$ cat src/sfc_defines.svh
`ifndef SFC_DEFINES_SVH
`define SFC_DEFINES_SVH
// How it works
// - Bit 0 enables transmit queue, resets 0
// - Bit 1 enables receive queue, resets 0
// - Bits 5:4 read 0x1: eight 16-bit entries
// - Bit 12: transmit DMA request while enabled and not full
// - Bit 13: receive DMA request while not empty
// - Bit 14: transmit level wakes DMA service
// - Bit 15: receive level wakes DMA service
// - Wake bits clear: no level wake, reset 0
// - Level wake rouses DMA only, not processor
// - Writing one to bit 16 empties transmit queue
// - Writing one to bit 17 empties receive queue
`define SFC_ADDR_W    12
`define SFC_CFG_OFF   12'hE00
`define SFC_STAT_OFF  12'hE04
`define SFC_TRIG_OFF  12'hE08
`define SFC_EN_TX     0
`define SFC_EN_RX     1
`define SFC_SIZE_LO   4
`define SFC_SIZE_VAL  2'h1
`define SFC_DMA_TX    12
`define SFC_DMA_RX    13
`define SFC_WAKE_TX   14
`define SFC_WAKE_RX   15
`define SFC_FLUSH_TX  16
`define SFC_FLUSH_RX  17
`define SFC_TXEMPTY   4
`define SFC_TXNOTFULL 5
`define SFC_RXNOTEMP  6
`define SFC_RXFULL    7
`define SFC_TRANSMIT_TRIGGER_LEVEL_LO  8
`define SFC_RECEIVE_TRIGGER_LEVEL_LO  16
`define SFC_LVL_W     5
`define SFC_TRIG_TX   0
`define SFC_TRIG_RX   8
`define SFC_TRIG_W    4
`define SFC_DEPTH     8
`define SFC_WIDTH     16
`endif

$ cat src/sfc_pkg.sv
package sfc_pkg;
	typedef enum logic [1:0]
	{
		SFC_OKAY   = 2'h0,
		SFC_SLVERR = 2'h2
	} sfc_resp_t;
endpackage

$ cat src/sfc_fifo_config.sv
`timescale 1ns/100ps
`include "sfc_defines.svh"
module sfc_fifo_config
	import sfc_pkg::*;
#(
	parameter int DEPTH = `SFC_DEPTH,
	parameter int WIDTH = `SFC_WIDTH
)
(
	input  wire logic                   aclk,
	input  wire logic                   aresetn,
	input  wire logic [`SFC_ADDR_W-1:0] s_axi_awaddr,
	input  wire logic                   s_axi_awvalid,
	output wire logic                   s_axi_awready,
	input  wire logic [31:0]            s_axi_wdata,
	input  wire logic [3:0]             s_axi_wstrb,
	input  wire logic                   s_axi_wvalid,
	output wire logic                   s_axi_wready,
	output wire logic [1:0]             s_axi_bresp,
	output wire logic                   s_axi_bvalid,
	input  wire logic                   s_axi_bready,
	input  wire logic [`SFC_ADDR_W-1:0] s_axi_araddr,
	input  wire logic                   s_axi_arvalid,
	output wire logic                   s_axi_arready,
	output wire logic [31:0]            s_axi_rdata,
	output wire logic [1:0]             s_axi_rresp,
	output wire logic                   s_axi_rvalid,
	input  wire logic                   s_axi_rready,
	input  wire logic [WIDTH-1:0]       tx_in_data,
	input  wire logic                   tx_in_valid,
	output wire logic                   tx_in_ready,
	output wire logic [WIDTH-1:0]       tx_out_data,
	output wire logic                   tx_out_valid,
	input  wire logic                   tx_out_ready,
	input  wire logic [WIDTH-1:0]       rx_in_data,
	input  wire logic                   rx_in_valid,
	output wire logic                   rx_in_ready,
	output wire logic [WIDTH-1:0]       rx_out_data,
	output wire logic                   rx_out_valid,
	input  wire logic                   rx_out_ready,
	output wire logic                   tx_dma_request,
	output wire logic                   rx_dma_request,
	output wire logic                   dma_wakeup
);
	localparam int PW = $clog2(DEPTH);
	localparam int CW = $clog2(DEPTH + 1);
	localparam int LW = `SFC_LVL_W;
	localparam int TW = `SFC_TRIG_W;
	localparam logic [CW-1:0] FULL = CW'(DEPTH);
	localparam logic [`SFC_ADDR_W-1:0] CFG_A = `SFC_CFG_OFF;
	localparam logic [`SFC_ADDR_W-1:0] STAT_A = `SFC_STAT_OFF;
	localparam logic [`SFC_ADDR_W-1:0] TRIG_A = `SFC_TRIG_OFF;
	generate
		if (DEPTH < 4 || (1 << PW) != DEPTH || CW > LW || WIDTH < 1 || WIDTH > 32)
		begin : g_bad
			$error("sfc_fifo_config: unsupported DEPTH or WIDTH");
		end
	endgenerate
	typedef struct packed {
		logic [DEPTH-1:0][WIDTH-1:0] mem;
		logic [PW-1:0]               wp;
		logic [PW-1:0]               rp;
		logic [CW-1:0]               cnt;
		logic [1:0][WIDTH-1:0]       stage;
		logic [1:0]                  scnt;
		logic                        in_ready;
		logic                        out_valid;
	} sfc_queue_t;
	typedef struct packed {
		sfc_queue_t [1:0]       q;
		logic [1:0]             en;
		logic [1:0]             dma;
		logic [1:0]             wake;
		logic [1:0][TW-1:0]     trig;
		logic                   aw_got;
		logic                   w_got;
		logic [`SFC_ADDR_W-1:0] waddr;
		logic [31:0]            wdata;
		logic [3:0]             wstrb;
		logic                   awready;
		logic                   wready;
		logic                   bvalid;
		sfc_resp_t              bresp;
		logic                   arready;
		logic                   rvalid;
		logic [31:0]            rdata;
		sfc_resp_t              rresp;
		logic                   rd_cfg;
		logic [1:0]             dma_req;
		logic                   wakeup;
	} sfc_state_t;
	sfc_state_t             state_reg;
	sfc_state_t             state_next;
	logic [1:0]             in_valid;
	logic [1:0]             out_ready;
	logic [1:0][WIDTH-1:0]  in_data;
	logic [1:0][CW-1:0]     level;
	logic [1:0][CW-1:0]     lvl_n;
	logic [1:0]             flush;
	logic                   wr_fire;
	logic                   rd_ok;
	logic [31:0]            rd_word;
	// Index 0 is transmit, index 1 is receive
	assign in_valid = {rx_in_valid, tx_in_valid};
	assign out_ready = {rx_out_ready, tx_out_ready};
	assign in_data = {rx_in_data, tx_in_data};
	assign wr_fire = state_reg.aw_got && state_reg.w_got;
	always_comb
	begin
		state_next = state_reg;
		flush = 2'h0;
		rd_ok = 1'b1;
		rd_word = 32'h0;
		for (int d = 0; d < 2; d++)
		begin
			level[d] = state_reg.q[d].cnt + CW'(state_reg.q[d].scnt);
		end
		// Read decode; reserved bits read zero
		if (s_axi_araddr[`SFC_ADDR_W-1:2] == CFG_A[`SFC_ADDR_W-1:2])
		begin
			rd_word[`SFC_EN_TX] = state_reg.en[0];
			rd_word[`SFC_EN_RX] = state_reg.en[1];
			rd_word[`SFC_SIZE_LO +: 2] = `SFC_SIZE_VAL;
			rd_word[`SFC_DMA_TX] = state_reg.dma[0];
			rd_word[`SFC_DMA_RX] = state_reg.dma[1];
			rd_word[`SFC_WAKE_TX] = state_reg.wake[0];
			rd_word[`SFC_WAKE_RX] = state_reg.wake[1];
		end
		else if (s_axi_araddr[`SFC_ADDR_W-1:2] == STAT_A[`SFC_ADDR_W-1:2])
		begin
			rd_word[`SFC_TXEMPTY] = level[0] == '0;
			rd_word[`SFC_TXNOTFULL] = level[0] < FULL;
			rd_word[`SFC_RXNOTEMP] = level[1] != '0;
			rd_word[`SFC_RXFULL] = level[1] == FULL;
			rd_word[`SFC_TRANSMIT_TRIGGER_LEVEL_LO +: LW] = LW'(level[0]);
			rd_word[`SFC_RECEIVE_TRIGGER_LEVEL_LO +: LW] = LW'(level[1]);
		end
		else if (s_axi_araddr[`SFC_ADDR_W-1:2] == TRIG_A[`SFC_ADDR_W-1:2])
		begin
			rd_word[`SFC_TRIG_TX +: TW] = state_reg.trig[0];
			rd_word[`SFC_TRIG_RX +: TW] = state_reg.trig[1];
		end
		else
		begin
			rd_ok = 1'b0;
		end
		// Write channel: address and data taken in either order
		if (state_reg.awready && s_axi_awvalid)
		begin
			state_next.aw_got = 1'b1;
			state_next.waddr = s_axi_awaddr;
		end
		if (state_reg.wready && s_axi_wvalid)
		begin
			state_next.w_got = 1'b1;
			state_next.wdata = s_axi_wdata;
			state_next.wstrb = s_axi_wstrb;
		end
		if (state_reg.bvalid && s_axi_bready)
		begin
			state_next.bvalid = 1'b0;
		end
		if (wr_fire)
		begin
			state_next.aw_got = 1'b0;
			state_next.w_got = 1'b0;
			state_next.bvalid = 1'b1;
			state_next.bresp = SFC_OKAY;
			if (state_reg.waddr[`SFC_ADDR_W-1:2] == CFG_A[`SFC_ADDR_W-1:2])
			begin
				if (state_reg.wstrb[0])
				begin
					state_next.en[0] = state_reg.wdata[`SFC_EN_TX];
					state_next.en[1] = state_reg.wdata[`SFC_EN_RX];
				end
				if (state_reg.wstrb[1])
				begin
					state_next.dma[0] = state_reg.wdata[`SFC_DMA_TX];
					state_next.dma[1] = state_reg.wdata[`SFC_DMA_RX];
					state_next.wake[0] = state_reg.wdata[`SFC_WAKE_TX];
					state_next.wake[1] = state_reg.wdata[`SFC_WAKE_RX];
				end
				if (state_reg.wstrb[2])
				begin
					flush[0] = state_reg.wdata[`SFC_FLUSH_TX];
					flush[1] = state_reg.wdata[`SFC_FLUSH_RX];
				end
			end
			else if (state_reg.waddr[`SFC_ADDR_W-1:2] == TRIG_A[`SFC_ADDR_W-1:2])
			begin
				if (state_reg.wstrb[0])
				begin
					state_next.trig[0] = state_reg.wdata[`SFC_TRIG_TX +: TW];
				end
				if (state_reg.wstrb[1])
				begin
					state_next.trig[1] = state_reg.wdata[`SFC_TRIG_RX +: TW];
				end
			end
			else if (state_reg.waddr[`SFC_ADDR_W-1:2] != STAT_A[`SFC_ADDR_W-1:2])
			begin
				state_next.bresp = SFC_SLVERR;
			end
		end
		state_next.awready = !state_next.aw_got && !state_next.bvalid;
		state_next.wready = !state_next.w_got && !state_next.bvalid;
		// Read channel
		if (state_reg.rvalid && s_axi_rready)
		begin
			state_next.rvalid = 1'b0;
		end
		if (state_reg.arready && s_axi_arvalid)
		begin
			state_next.rvalid = 1'b1;
			state_next.rdata = rd_word;
			state_next.rresp = rd_ok ? SFC_OKAY : SFC_SLVERR;
			state_next.rd_cfg = s_axi_araddr[`SFC_ADDR_W-1:2] == CFG_A[`SFC_ADDR_W-1:2];
		end
		state_next.arready = !state_next.rvalid;
		// Queue plus two-entry output stage per direction
		for (int d = 0; d < 2; d++)
		begin
			if (state_reg.q[d].out_valid && out_ready[d])
			begin
				state_next.q[d].stage[0] = state_reg.q[d].stage[1];
				state_next.q[d].scnt = state_reg.q[d].scnt - 2'h1;
			end
			if (state_reg.q[d].cnt != '0 && state_next.q[d].scnt != 2'h2)
			begin
				state_next.q[d].stage[state_next.q[d].scnt[0]] = state_reg.q[d].mem[state_reg.q[d].rp];
				state_next.q[d].rp = state_reg.q[d].rp + PW'(1);
				state_next.q[d].cnt = state_reg.q[d].cnt - CW'(1);
				state_next.q[d].scnt = state_next.q[d].scnt + 2'h1;
			end
			if (in_valid[d] && state_reg.q[d].in_ready)
			begin
				state_next.q[d].mem[state_reg.q[d].wp] = in_data[d];
				state_next.q[d].wp = state_reg.q[d].wp + PW'(1);
				state_next.q[d].cnt = state_next.q[d].cnt + CW'(1);
			end
			// Flush or disable discards all held entries
			if (flush[d] || !state_next.en[d])
			begin
				state_next.q[d].wp = '0;
				state_next.q[d].rp = '0;
				state_next.q[d].cnt = '0;
				state_next.q[d].scnt = 2'h0;
			end
			lvl_n[d] = state_next.q[d].cnt + CW'(state_next.q[d].scnt);
			state_next.q[d].in_ready = state_next.en[d] && (lvl_n[d] < FULL);
			state_next.q[d].out_valid = state_next.q[d].scnt != 2'h0;
		end
		state_next.dma_req[0] = state_next.dma[0] && state_next.en[0] && (lvl_n[0] < FULL);
		state_next.dma_req[1] = state_next.dma[1] && state_next.en[1] && (lvl_n[1] != '0);
		// Wake goes to DMA service only; no level wake without the bit
		state_next.wakeup = (state_next.wake[0] && state_next.en[0]
			&& (LW'(lvl_n[0]) <= LW'(state_next.trig[0])))
			|| (state_next.wake[1] && state_next.en[1]
			&& (LW'(lvl_n[1]) > LW'(state_next.trig[1])));
	end

	always_ff @(posedge aclk)
	begin
		if (!aresetn)
		begin
			state_reg <= '0;
		end
		else
		begin
			state_reg <= state_next;
		end
	end

	assign s_axi_awready = state_reg.awready;
	assign s_axi_wready = state_reg.wready;
	assign s_axi_bresp = state_reg.bresp;
	assign s_axi_bvalid = state_reg.bvalid;
	assign s_axi_arready = state_reg.arready;
	assign s_axi_rdata = state_reg.rdata;
	assign s_axi_rresp = state_reg.rresp;
	assign s_axi_rvalid = state_reg.rvalid;
	assign tx_in_ready = state_reg.q[0].in_ready;
	assign tx_out_data = state_reg.q[0].stage[0];
	assign tx_out_valid = state_reg.q[0].out_valid;
	assign rx_in_ready = state_reg.q[1].in_ready;
	assign rx_out_data = state_reg.q[1].stage[0];
	assign rx_out_valid = state_reg.q[1].out_valid;
	assign tx_dma_request = state_reg.dma_req[0];
	assign rx_dma_request = state_reg.dma_req[1];
	assign dma_wakeup = state_reg.wakeup;
endmodule

$ cat config.mk
export PLATFORM = sky130hd
export DESIGN_NAME = sfc_fifo_config
export DESIGN_NICKNAME = d
export VERILOG_FILES = /design/src/sfc_pkg.sv /design/src/sfc_fifo_config.sv
export VERILOG_INCLUDE_DIRS = /design/src
export SDC_FILE = /design/constraint.sdc
export NUM_CORES = 1
export LEC_CHECK = 0
export BUFFER_PORTS_ARGS = -buffer_cell sky130_fd_sc_hd__buf_2
export CORE_MARGIN = 3
export CORE_UTILIZATION = 45
export DETAILED_ROUTE_END_ITERATION = 16
export PLACE_DENSITY_LB_ADDON = 0.1
export SLEW_MARGIN = 20
export SYNTH_ARGS = -nofsm -noshare
export SYNTH_HDL_FRONTEND = slang
export SYNTH_SLANG_ARGS = --single-unit
$ cat constraint.sdc
create_clock -name aclk -period 10.2 [get_ports aclk]
set_input_delay 1.02 -clock aclk [delete_from_list [all_inputs] [get_ports aclk]]
set_output_delay 1.02 -clock aclk [all_outputs]
set_load 0.005 [all_outputs]
### Word-level counts from Yosys, hierarchy flattened

Cells that the tools add are included.

* mux-type cells: 63
* reduce and logical (&&, ||, !) cells: 46
* shift-type cells: 0
* order comparisons: 15
* bitwise gates (word level): 1
* divide/modulo/power cells: 0
* add/sub/neg operators: 16
* eq/ne operators: 9
* multipliers: 0

Operators by type and width (count)
* bitwise mux 128 bit: 2
* 2-to-1 mux 16 bit: 7
* binary-select mux 16 bit (select 3 bit): 2
* demux 16 bit (select 3 bit): 2
* 2-to-1 mux 38 bit: 2
* bitwise mux 32 bit: 2
* 2-to-1 mux 4 bit: 14
* equality test 10 bit, second input constant: 5
* 2-to-1 mux 18 bit: 2
* 2-to-1 mux 36 bit: 1
* demux 16 bit (select 1 bit): 2
* logical AND 1 bit: 28
* 2-to-1 mux 2 bit: 13
* adder 4 x 2 -> 4 bit: 4
* < comparator 3 x 4 -> 1 bit, second input constant: 4
* 2-to-1 mux 8 bit: 2
* nonzero test 4 bit: 4
* adder 3 x 1 -> 3 bit, second input constant: 4
* < comparator 4 bit, second input constant: 3
* 2-to-1 mux 6 bit: 2
* != test 10 bit, second input constant: 1
* adder 4 x 1 -> 4 bit, second input constant: 2
* 2-to-1 mux 1 bit: 8
* subtractor 4 x 1 -> 4 bit, second input constant: 2
* 16 further kinds: 32

* bits in read-only memories: 0
* bits in latches: 0
* logic and storage cells: 203
* register bits after elaboration: 431
* bits in writable memories: 0
* memories kept: 0

### Logic depth before layout (Yosys ltp)

Gate-level depths: netlist of run 1.

* depth in word-level cells: 15
* depth in mapped cells: 20
* mapped depth without buffers: 20

### Worst setup path before layout of run 1

No wires, ideal clock.

* path kind: input port to flip-flop
* from: input port tx_out_ready
* to: register state_reg (netlist bit dma_wakeup)
* stages on the path: 19
* required time: 10084 ps
* buffers on the path: 0
* data arrival time: 4498 ps
* path slack: 5586 ps
* cells stage by stage: nand2_1 -> xor2_1 -> ha_1 -> nor2_1 -> xnor2_1 -> ha_1 -> mux2i_1 -> nand2b_1 -> inv_1 -> ha_1 -> a21oi_1 -> nor3_1 -> xnor3_1 -> and2_1 -> ha_1 -> o21a_1 -> o21ai_0 -> and3_1 -> a31o_2

RTL lines
* from (decl): line sfc_fifo_config.sv:34 `input wire logic tx_out_ready,`
* to (signal assigned): line sfc_fifo_config.sv:270 `state_reg <= state_next;`
* to (decl): line sfc_fifo_config.sv:92 `sfc_state_t state_reg;`

==> results of run 1 <==
-- critical path, cell delays in order (launching register included) --
cell and delay (ps):
dfxtp_1 690, nand2_1 600, xor2_1 380, ha_1 330
nor2_1 450, xnor2_1 240, ha_1 290, mux2i_1 180
nand2b_1 180, inv_1 60, ha_1 270, a21oi_1 60
nor3_1 160, xnor3_1 280, and2_1 170, ha_1 290
nand4_1 100, o21ai_0 90, and3_1 200, a31o_2 210
-- per-stage QoR --
stage | instances | instance area [um^2] | setup WS, ps | hold WS, ps
after floorplan | 2192 | 18700 | 5590 | 432
after global placement | 2635 | 19100 | 4400 | 436
after detailed placement | 2635 | 19100 | 4330 | 444
after CTS | 2720 | 20600 | 4840 | 451
after global routing | 2721 | 20600 | 4360 | 468
final | 2721 | 20600 | 4880 | 449
-- final cells by class --
type | count | share of cell area [%]
Multi-Input combinational cell | 1511 | 44.0
Sequential cell | 421 | 40.9
Clock buffer | 74 | 6.88
Timing Repair Buffer | 163 | 4.25
Tap cell | 525 | 3.19
Clock inverter | 11 | 0.467
Inverter | 16 | 0.352
-- routing by layer --
metal,vias to the layer above,track usage [%],share of wire (%)
met2,359,34.5,45
li1,7310,-,-
met3,69,4.02,7.1
met4,8,5.47,1.6
met1,7082,32.5,47
met5,-,0,0.10
-- synthesized netlist by cell type, types with 4 or more instances --
master and number:
clkbuf_1 136, inv_1 15, mux2_2 7, a21oi_1 319
a22oi_1 5, nand4_1 9, dfxtp_1 421, buf_4 68
nor3_1 19, or3_1 6, nor2_1 99, or2_2 7
mux2i_1 44, a211oi_1 100, ha_1 28, and2_1 10
buf_2 13, nand2b_1 12, xor2_1 9, nor2b_1 7
nand2_1 616, xnor2_1 15, mux4_2 64, clkbuf_2 21
nor4_1 6, o21ai_0 6, and3_1 42, nand3_1 18
fa_1 4, buf_1 6
-- power by group through the flow --
stage / clock, uW / sequential [uW] / combinational, uW
after floorplan: 0 / 1690 / 60.5
after global placement: 0 / 1690 / 83.5
after detailed placement: 0 / 1690 / 84.5
after CTS: 1690 / 1660 / 84.7
after global routing: 1760 / 1660 / 93.8
final: 1650 / 1660 / 84.7
-- logic make-up (layout without fill, tap and decap cells) --
| family | Yosys count | after routing | share of synthesized area (%) |
|---|---|---|---|
| adders and majority gates | 32 | 32 | 2.31 |
| buffers and inverters | 260 | 264 | 6.84 |
| AOI/OAI and AO/OA | 451 | 451 | 13.9 |
| other | 1 | 14 | 0.0201 |
| muxes | 116 | 116 | 10.6 |
| xor gates and xnor gates | 25 | 25 | 1.25 |
| DFF | 421 | 421 | 45.3 |
| and+or+nand+nor | 873 | 873 | 19.8 |
-- final timing paths --
check	to	slack (ps)	cells past startpoint
max	dma_wakeup	4880	19
min	s_axi_rdata[15]	450	2
max reg2reg	dma_wakeup	4880	19
min reg2reg	s_axi_rdata[15]	450	2
==> metrics.md, run 1 <==
| Metric | Value |
|---|---|
| Outcome | `finished, final reports clean` |
| Endpoints failing hold | `0` |
| Final setup vio count | `0` |
| Initial core utilization | `between 40 and 50%` |
| Synth area leaders | `dfxtp_1, nand2_1, a21oi_1, mux4_2, a211oi_1` |
| Post-Syn Area | `about 19000 um^2` |
| Max FO, Critical Path | `18` |
| NumNets Final | `2294` |
| Yosys warns | `0` |
| DP HPWL | `just over 30000 um` |
| Ys async rst share | `0%` |
| Max clock buf depth | `3` |
| Die Height | `209 um` |
| Die area | `43900 um^2` |
| CTS tree | `yes` |
| Post-CTS setup buffers | `0` |
| Commonest non-fill, non-tap cells in the layout | `nand2_1, dfxtp_1, a21oi_1` |
| Vias | `approximately 15000` |
| Worst Setup SP | `tx_out_valid` |
| RSZ-0062 raised after global routing | `no` |
| DR WL/cell | `18.6 um` |
| CP Data Required Time | `roughly 11000 ps` |
| P&R area growth vs syn | `10.7%` |
| Fraction of layout cells with a size suffix above 1 | `15.7%` |
| Clock Power Share | `about 49%` |
| CTS Hold Buffers Added | `0` |
| Share of the synthesized area in the top cell type | `~45%` |
| Pins Over Slew Limit | `0` |
| Die X | `around 210 um` |
| Sequential cell area fraction in the yosys report | `a little under half` |
| Crit path launch type | `flip-flop` |
| Vias in the first global route | `~14000` |
| CP arrival | `around 5800 ps` |
| Syn Area/Cell | `~8.5 um^2` |
| Syn Inst Count | `about 2200` |
| Post-synth EDFFs | `0` |
| Min-delay src | `s_axi_rdata[15]` |
| Max_slew headroom | `approximately a quarter` |
| CTS Root Cell | `clkbuf_16` |
| Clock latency on the worst-skew pair | `roughly 570 ps` |
| Core Area | `40300 um^2` |
| RePlAce Congestion | `0.772` |
| Filler cell count | `a little under 4000` |
| Diodes inserted | `0` |
| Pin count of the biggest net entering global routing | `196` |
| R2R Path Start | `tx_out_valid` |
| First-pass iteration count of the detailed router | `5` |
| Number of flip-flops in the largest register | `between 300 and 400` |
| Via/cell ratio | `5.45` |
| CTS clk-pin slew, worst paths | `roughly 60 ps` |
| Clk sink count | `roughly 420` |
| PwrDens | `165 nW/um^2` |
| Seq. cell area | `8430 um^2` |
| Distinct cell type count after synthesis | `64` |
| Tcrit/Tclk final | `approximately 52%` |
| FP Rows | `73` |
| Fin crit period | `approximately 5300 ps` |
| Yosys top cell by area | `dfxtp_1` |
| Classification of the worst-slack hold path | `reg -> reg` |
| # resized after CTS | `0` |
| ANT nets after route | `0` |
| GR Util All Layers | `~22%` |
| Total CTS buffers | `46` |
| NetSw | `between 700 and 800 uW` |
| First-iteration detailed-routing DRC count | `between 1000 and 1500` |
| Leading cell type in the layout, fill and taps excluded | `nand2_1` |
| Max_cap viols | `0` |
| Multi-input gate area | `about 9000 um^2` |
| Gate power share | `2.5%` |
| H-tree depth | `2` |
| Ys flop type | `dfxtp_1` |
| Internal | `~2700 uW` |
| Setup_tns | `0 ps` |
| Worst Tran Pin Value | `between 1000 and 1500 ps` |
| GR Overflow Total | `0` |
| Seq pwr share | `48.9%` |
| Synthesized flop and latch total | `around 420` |
| Drc violations | `0` |
| Leak | `0.00714 uW` |
| First-pass GRT wire length | `roughly 79000 um` |
| I/O pin total | `about 180` |
| Final Routed Wirelength | `between 50000 and 60000 um` |
| Pwr Total | `between 3000 and 4000 uW` |
| Crit end category | `flip-flop` |
| Sw Ratio | `roughly 22%` |
| Antenna violations before repair | `4` |
| Finished Core Util | `between 50% and 60%` |
| Fin Clk Skew | `approximately 21 ps` |
| Fmax | `0.188 GHz` |
| VDD IR-drop max | `~130 uV` |
| IO buf count | `between 100 and 150` |
| Worst setup path class | `reg -> reg` |
No activity file was read; power rests on OpenSTA's default activity.
==> run 2, diff against run 1 <==
==> constraint.sdc (replaced) <==
create_clock -name aclk -period 5.2 [get_ports aclk]
set_input_delay 0.52 -clock aclk [delete_from_list [all_inputs] [get_ports aclk]]
set_output_delay 0.52 -clock aclk [all_outputs]
set_load 0.005 [all_outputs]
==> metrics.md, run 2 (synthesis results as in run 1) <==
| Metric | Value |
|---|---|
| CP max stage cell | `nor2_1 (was dfxtp_1)` |
| CTS clk-pin slew, worst paths | `60 ps (about the same)` |
| CP Data Required Time | `5650 ps (was 10660 ps)` |
| Initial core utilization | `46.2% (unchanged)` |
| IO buf count | `145 (unchanged)` |
| DR WL/cell | `18.3 um (was 18.6 um)` |
| CTS tree | `yes (unchanged)` |
| Fin Clk Skew | `18.7 ps (was 21.0 ps)` |
| RSZ-0062 raised after global routing | `no (unchanged)` |
| Pins Over Slew Limit | `0 (unchanged)` |
| Number of flip-flops in the largest register | `355 (unchanged)` |
| ANT nets after route | `0 (unchanged)` |
| Leading cell type in the layout, fill and taps excluded | `nand2_1 (unchanged)` |
| First-pass GRT wire length | `79400 um (was 78800 um)` |
| H-tree depth | `2 (unchanged)` |
| Setup_tns | `0 ps (unchanged)` |
| Outcome | `finished, final reports clean (unchanged)` |
| Tcrit/Tclk final | `87.2% (was 52.1%)` |
| P&R area growth vs syn | `11.7% (was 10.7%)` |
| Max clock buf depth | `3 (unchanged)` |
| Vias | `14899 (was 14828)` |
| Max_slew headroom | `25.6% (was 25.5%)` |
| FP Rows | `73 (unchanged)` |
| NumNets Final | `2307 (was 2294)` |
| Post-CTS setup buffers | `0 (unchanged)` |
| Crit path launch type | `flip-flop (unchanged)` |
| Critical-path cell list | `buf_4 -> nand2_1 -> xor2_1 -> ha_1 -> nor2_1 -> xnor2_1 -> ha_1 -> mux2i_1 -> nand2b_1 -> inv_1 -> ha_1 -> a21oi_1 -> nor3_1 -> xnor3_1 -> and2_1 -> ha_1 -> o21a_1 -> o21ai_0 -> and3_1 -> a31o_2 (was nand2_1 -> xor2_1 -> ha_1 -> nor2_1 -> xnor2_1 -> ha_1 -> mux2i_1 -> nand2b_1 -> inv_1 -> ha_1 -> a21oi_1 -> nor3_1 -> xnor3_1 -> and2_1 -> ha_1 -> nand4_1 -> o21ai_0 -> and3_1 -> a31o_2)` |
| I/O pin total | `183 (unchanged)` |
| Crit end category | `flip-flop (unchanged)` |
| Worst Setup SP | `tx_out_valid (unchanged)` |
| Final Routed Wirelength | `50200 um (was 50600 um)` |
| Vias in the first global route | `14107 (was 14047)` |
| Fraction of layout cells with a size suffix above 1 | `16.4% (was 15.7%)` |
| Total CTS buffers | `47 (was 46)` |
| GR Util All Layers | `22.4% (was 22.3%)` |
| Placed cell area | `19200 um^2 (was 19100 um^2)` |
| Antenna violations before repair | `6 (was 4)` |
| Leak | `0.00728 uW (was 0.00714 uW)` |
| Pin count of the biggest net entering global routing | `146 (was 196)` |
| Commonest non-fill, non-tap cells in the layout | `nand2_1, dfxtp_1, a21oi_1 (unchanged)` |
| Endpoints failing hold | `0 (unchanged)` |
| Classification of the worst-slack hold path | `in -> reg (was reg -> reg)` |
| Final setup vio count | `0 (unchanged)` |
| Max_cap viols | `0 (unchanged)` |
| DP HPWL | `31200 um (was 30600 um)` |
| First-pass iteration count of the detailed router | `5 (unchanged)` |
| Die area | `43900 um^2 (unchanged)` |
| VDD IR-drop max | `251 uV (was 131 uV)` |
| Die X | `209 um (unchanged)` |
| Worst setup path class | `reg -> reg (unchanged)` |
| PwrDens | `330 nW/um^2 (was 165 nW/um^2)` |
| WHS Endpoint | `state_reg[91] (was s_axi_rdata[15])` |
| RePlAce Congestion | `0.788 (was 0.772)` |
| Reg-to-reg slack, setup | `670 ps (was 4880 ps)` |
| First-iteration detailed-routing DRC count | `1149 (was 1022)` |
| Worst Tran Pin Value | `1110 ps (about the same)` |
| Drc violations | `0 (unchanged)` |
| Core Area | `40300 um^2 (unchanged)` |
| Min-delay src | `s_axi_awaddr[10] (was s_axi_rdata[15])` |
| Filler cell count | `3820 (was 3866)` |
| Max FO, Critical Path | `18 (unchanged)` |
| R2R Path Start | `tx_out_valid (unchanged)` |
| CP max stage delay | `450 ps (was 690 ps)` |
| Reg2Reg Capture Point | `dma_wakeup (unchanged)` |
| CP most frequent cell | `ha_1 (unchanged)` |
| Final Cell Area | `20800 um^2 (was 20600 um^2)` |
| Fmax | `0.221 GHz (was 0.188 GHz)` |
| CTS Hold Buffers Added | `0 (unchanged)` |
| R2R cell count | `20 (was 19)` |
| Clk sink count | `421 (unchanged)` |
| Clock latency on the worst-skew pair | `570 ps (about the same)` |
| CTS Root Cell | `clkbuf_16 (unchanged)` |
| GR Overflow Total | `0 (unchanged)` |
| CP arrival | `4990 ps (was 5780 ps)` |
| Via/cell ratio | `5.44 (was 5.45)` |
| # resized after CTS | `0 (unchanged)` |
| Fin crit period | `4530 ps (was 5320 ps)` |
| Worst hold path depth | `3 (was 2)` |
| Die Height | `209 um (unchanged)` |
[run 2: changes by cell type in the layout (fill, tap and decap cells not counted), sizes merged]
cell      delta
clkinv       +6
bufinv       +3
diode        +3
clkinvlp     -3
buf         +12
inv          +1
clkbuf       -4
[run 2: per-layer routing]
layer / share of wire (%) / vias up / GRT usage [%] / wire, um
met4: 1.5 / 6 / 5.82 / 741
li1: - / 7367 / - / -
met5: 0.082 / - / 0 / 41
met1: 47 / 7087 / 32.5 / 23400
met2: 46 / 380 / 34.9 / 22900
met3: 6.3 / 59 / 3.66 / 3160
[run 2: worst max-delay path, delay by kind of cell (launching register included)]
kind	cells	cell delay, ps
XOR/XNOR	3	770
buffers and inverters	2	260
multiplexers	1	160
flip-flops	1	300
adder cells (fa/ha/maj)	4	1130
AND/OR/NAND/NOR	6	1340
AO/OA/AOI/OAI	4	450
[run 2: area by class of cell]
cell class,instances,area (um^2),area share (%)
clock inverters,18,214,1.03
inverters,16,67.6,0.325
clock buffers,70,1410,6.80
repair buffers,175,967,4.65
flip-flops and latches,421,8430,40.5
well taps,525,657,3.16
diodes,3,7.51,0.0361
multi-input cells,1511,9050,43.5
[run 2: power by group]
group / internal (uW) / total, uW / switching, uW
combinational: 46.7 / 169 / 123
clock: 2080 / 3440 / 1350
sequential: 3240 / 3250 / 11.4
[run 2: per-stage QoR]
step                std cells  util [%]  setup slack, ps  total power [uW]  hold WS (ps)
finish                   2739      51.7              666              6860           201
global route             2738      51.6              209              7080           186
CTS                      2735      51.6              622              6940           165
detailed placement       2647      47.6              531              3490           443
global placement         2647      47.6              661              3490           438
floorplan                2192         -             1090              3440           432
[run 2: how the worst max path moves through the flow]
stage | to | slack [ps] | cells after the start
5_1_grt | dma_wakeup | 210 | 20
6_report | dma_wakeup | 670 | 20
3_3_place_gp | dma_wakeup | 660 | 20
2_1_floorplan | dma_wakeup | 1090 | 19
3_5_place_dp | dma_wakeup | 530 | 20
4_1_cts | dma_wakeup | 620 | 20
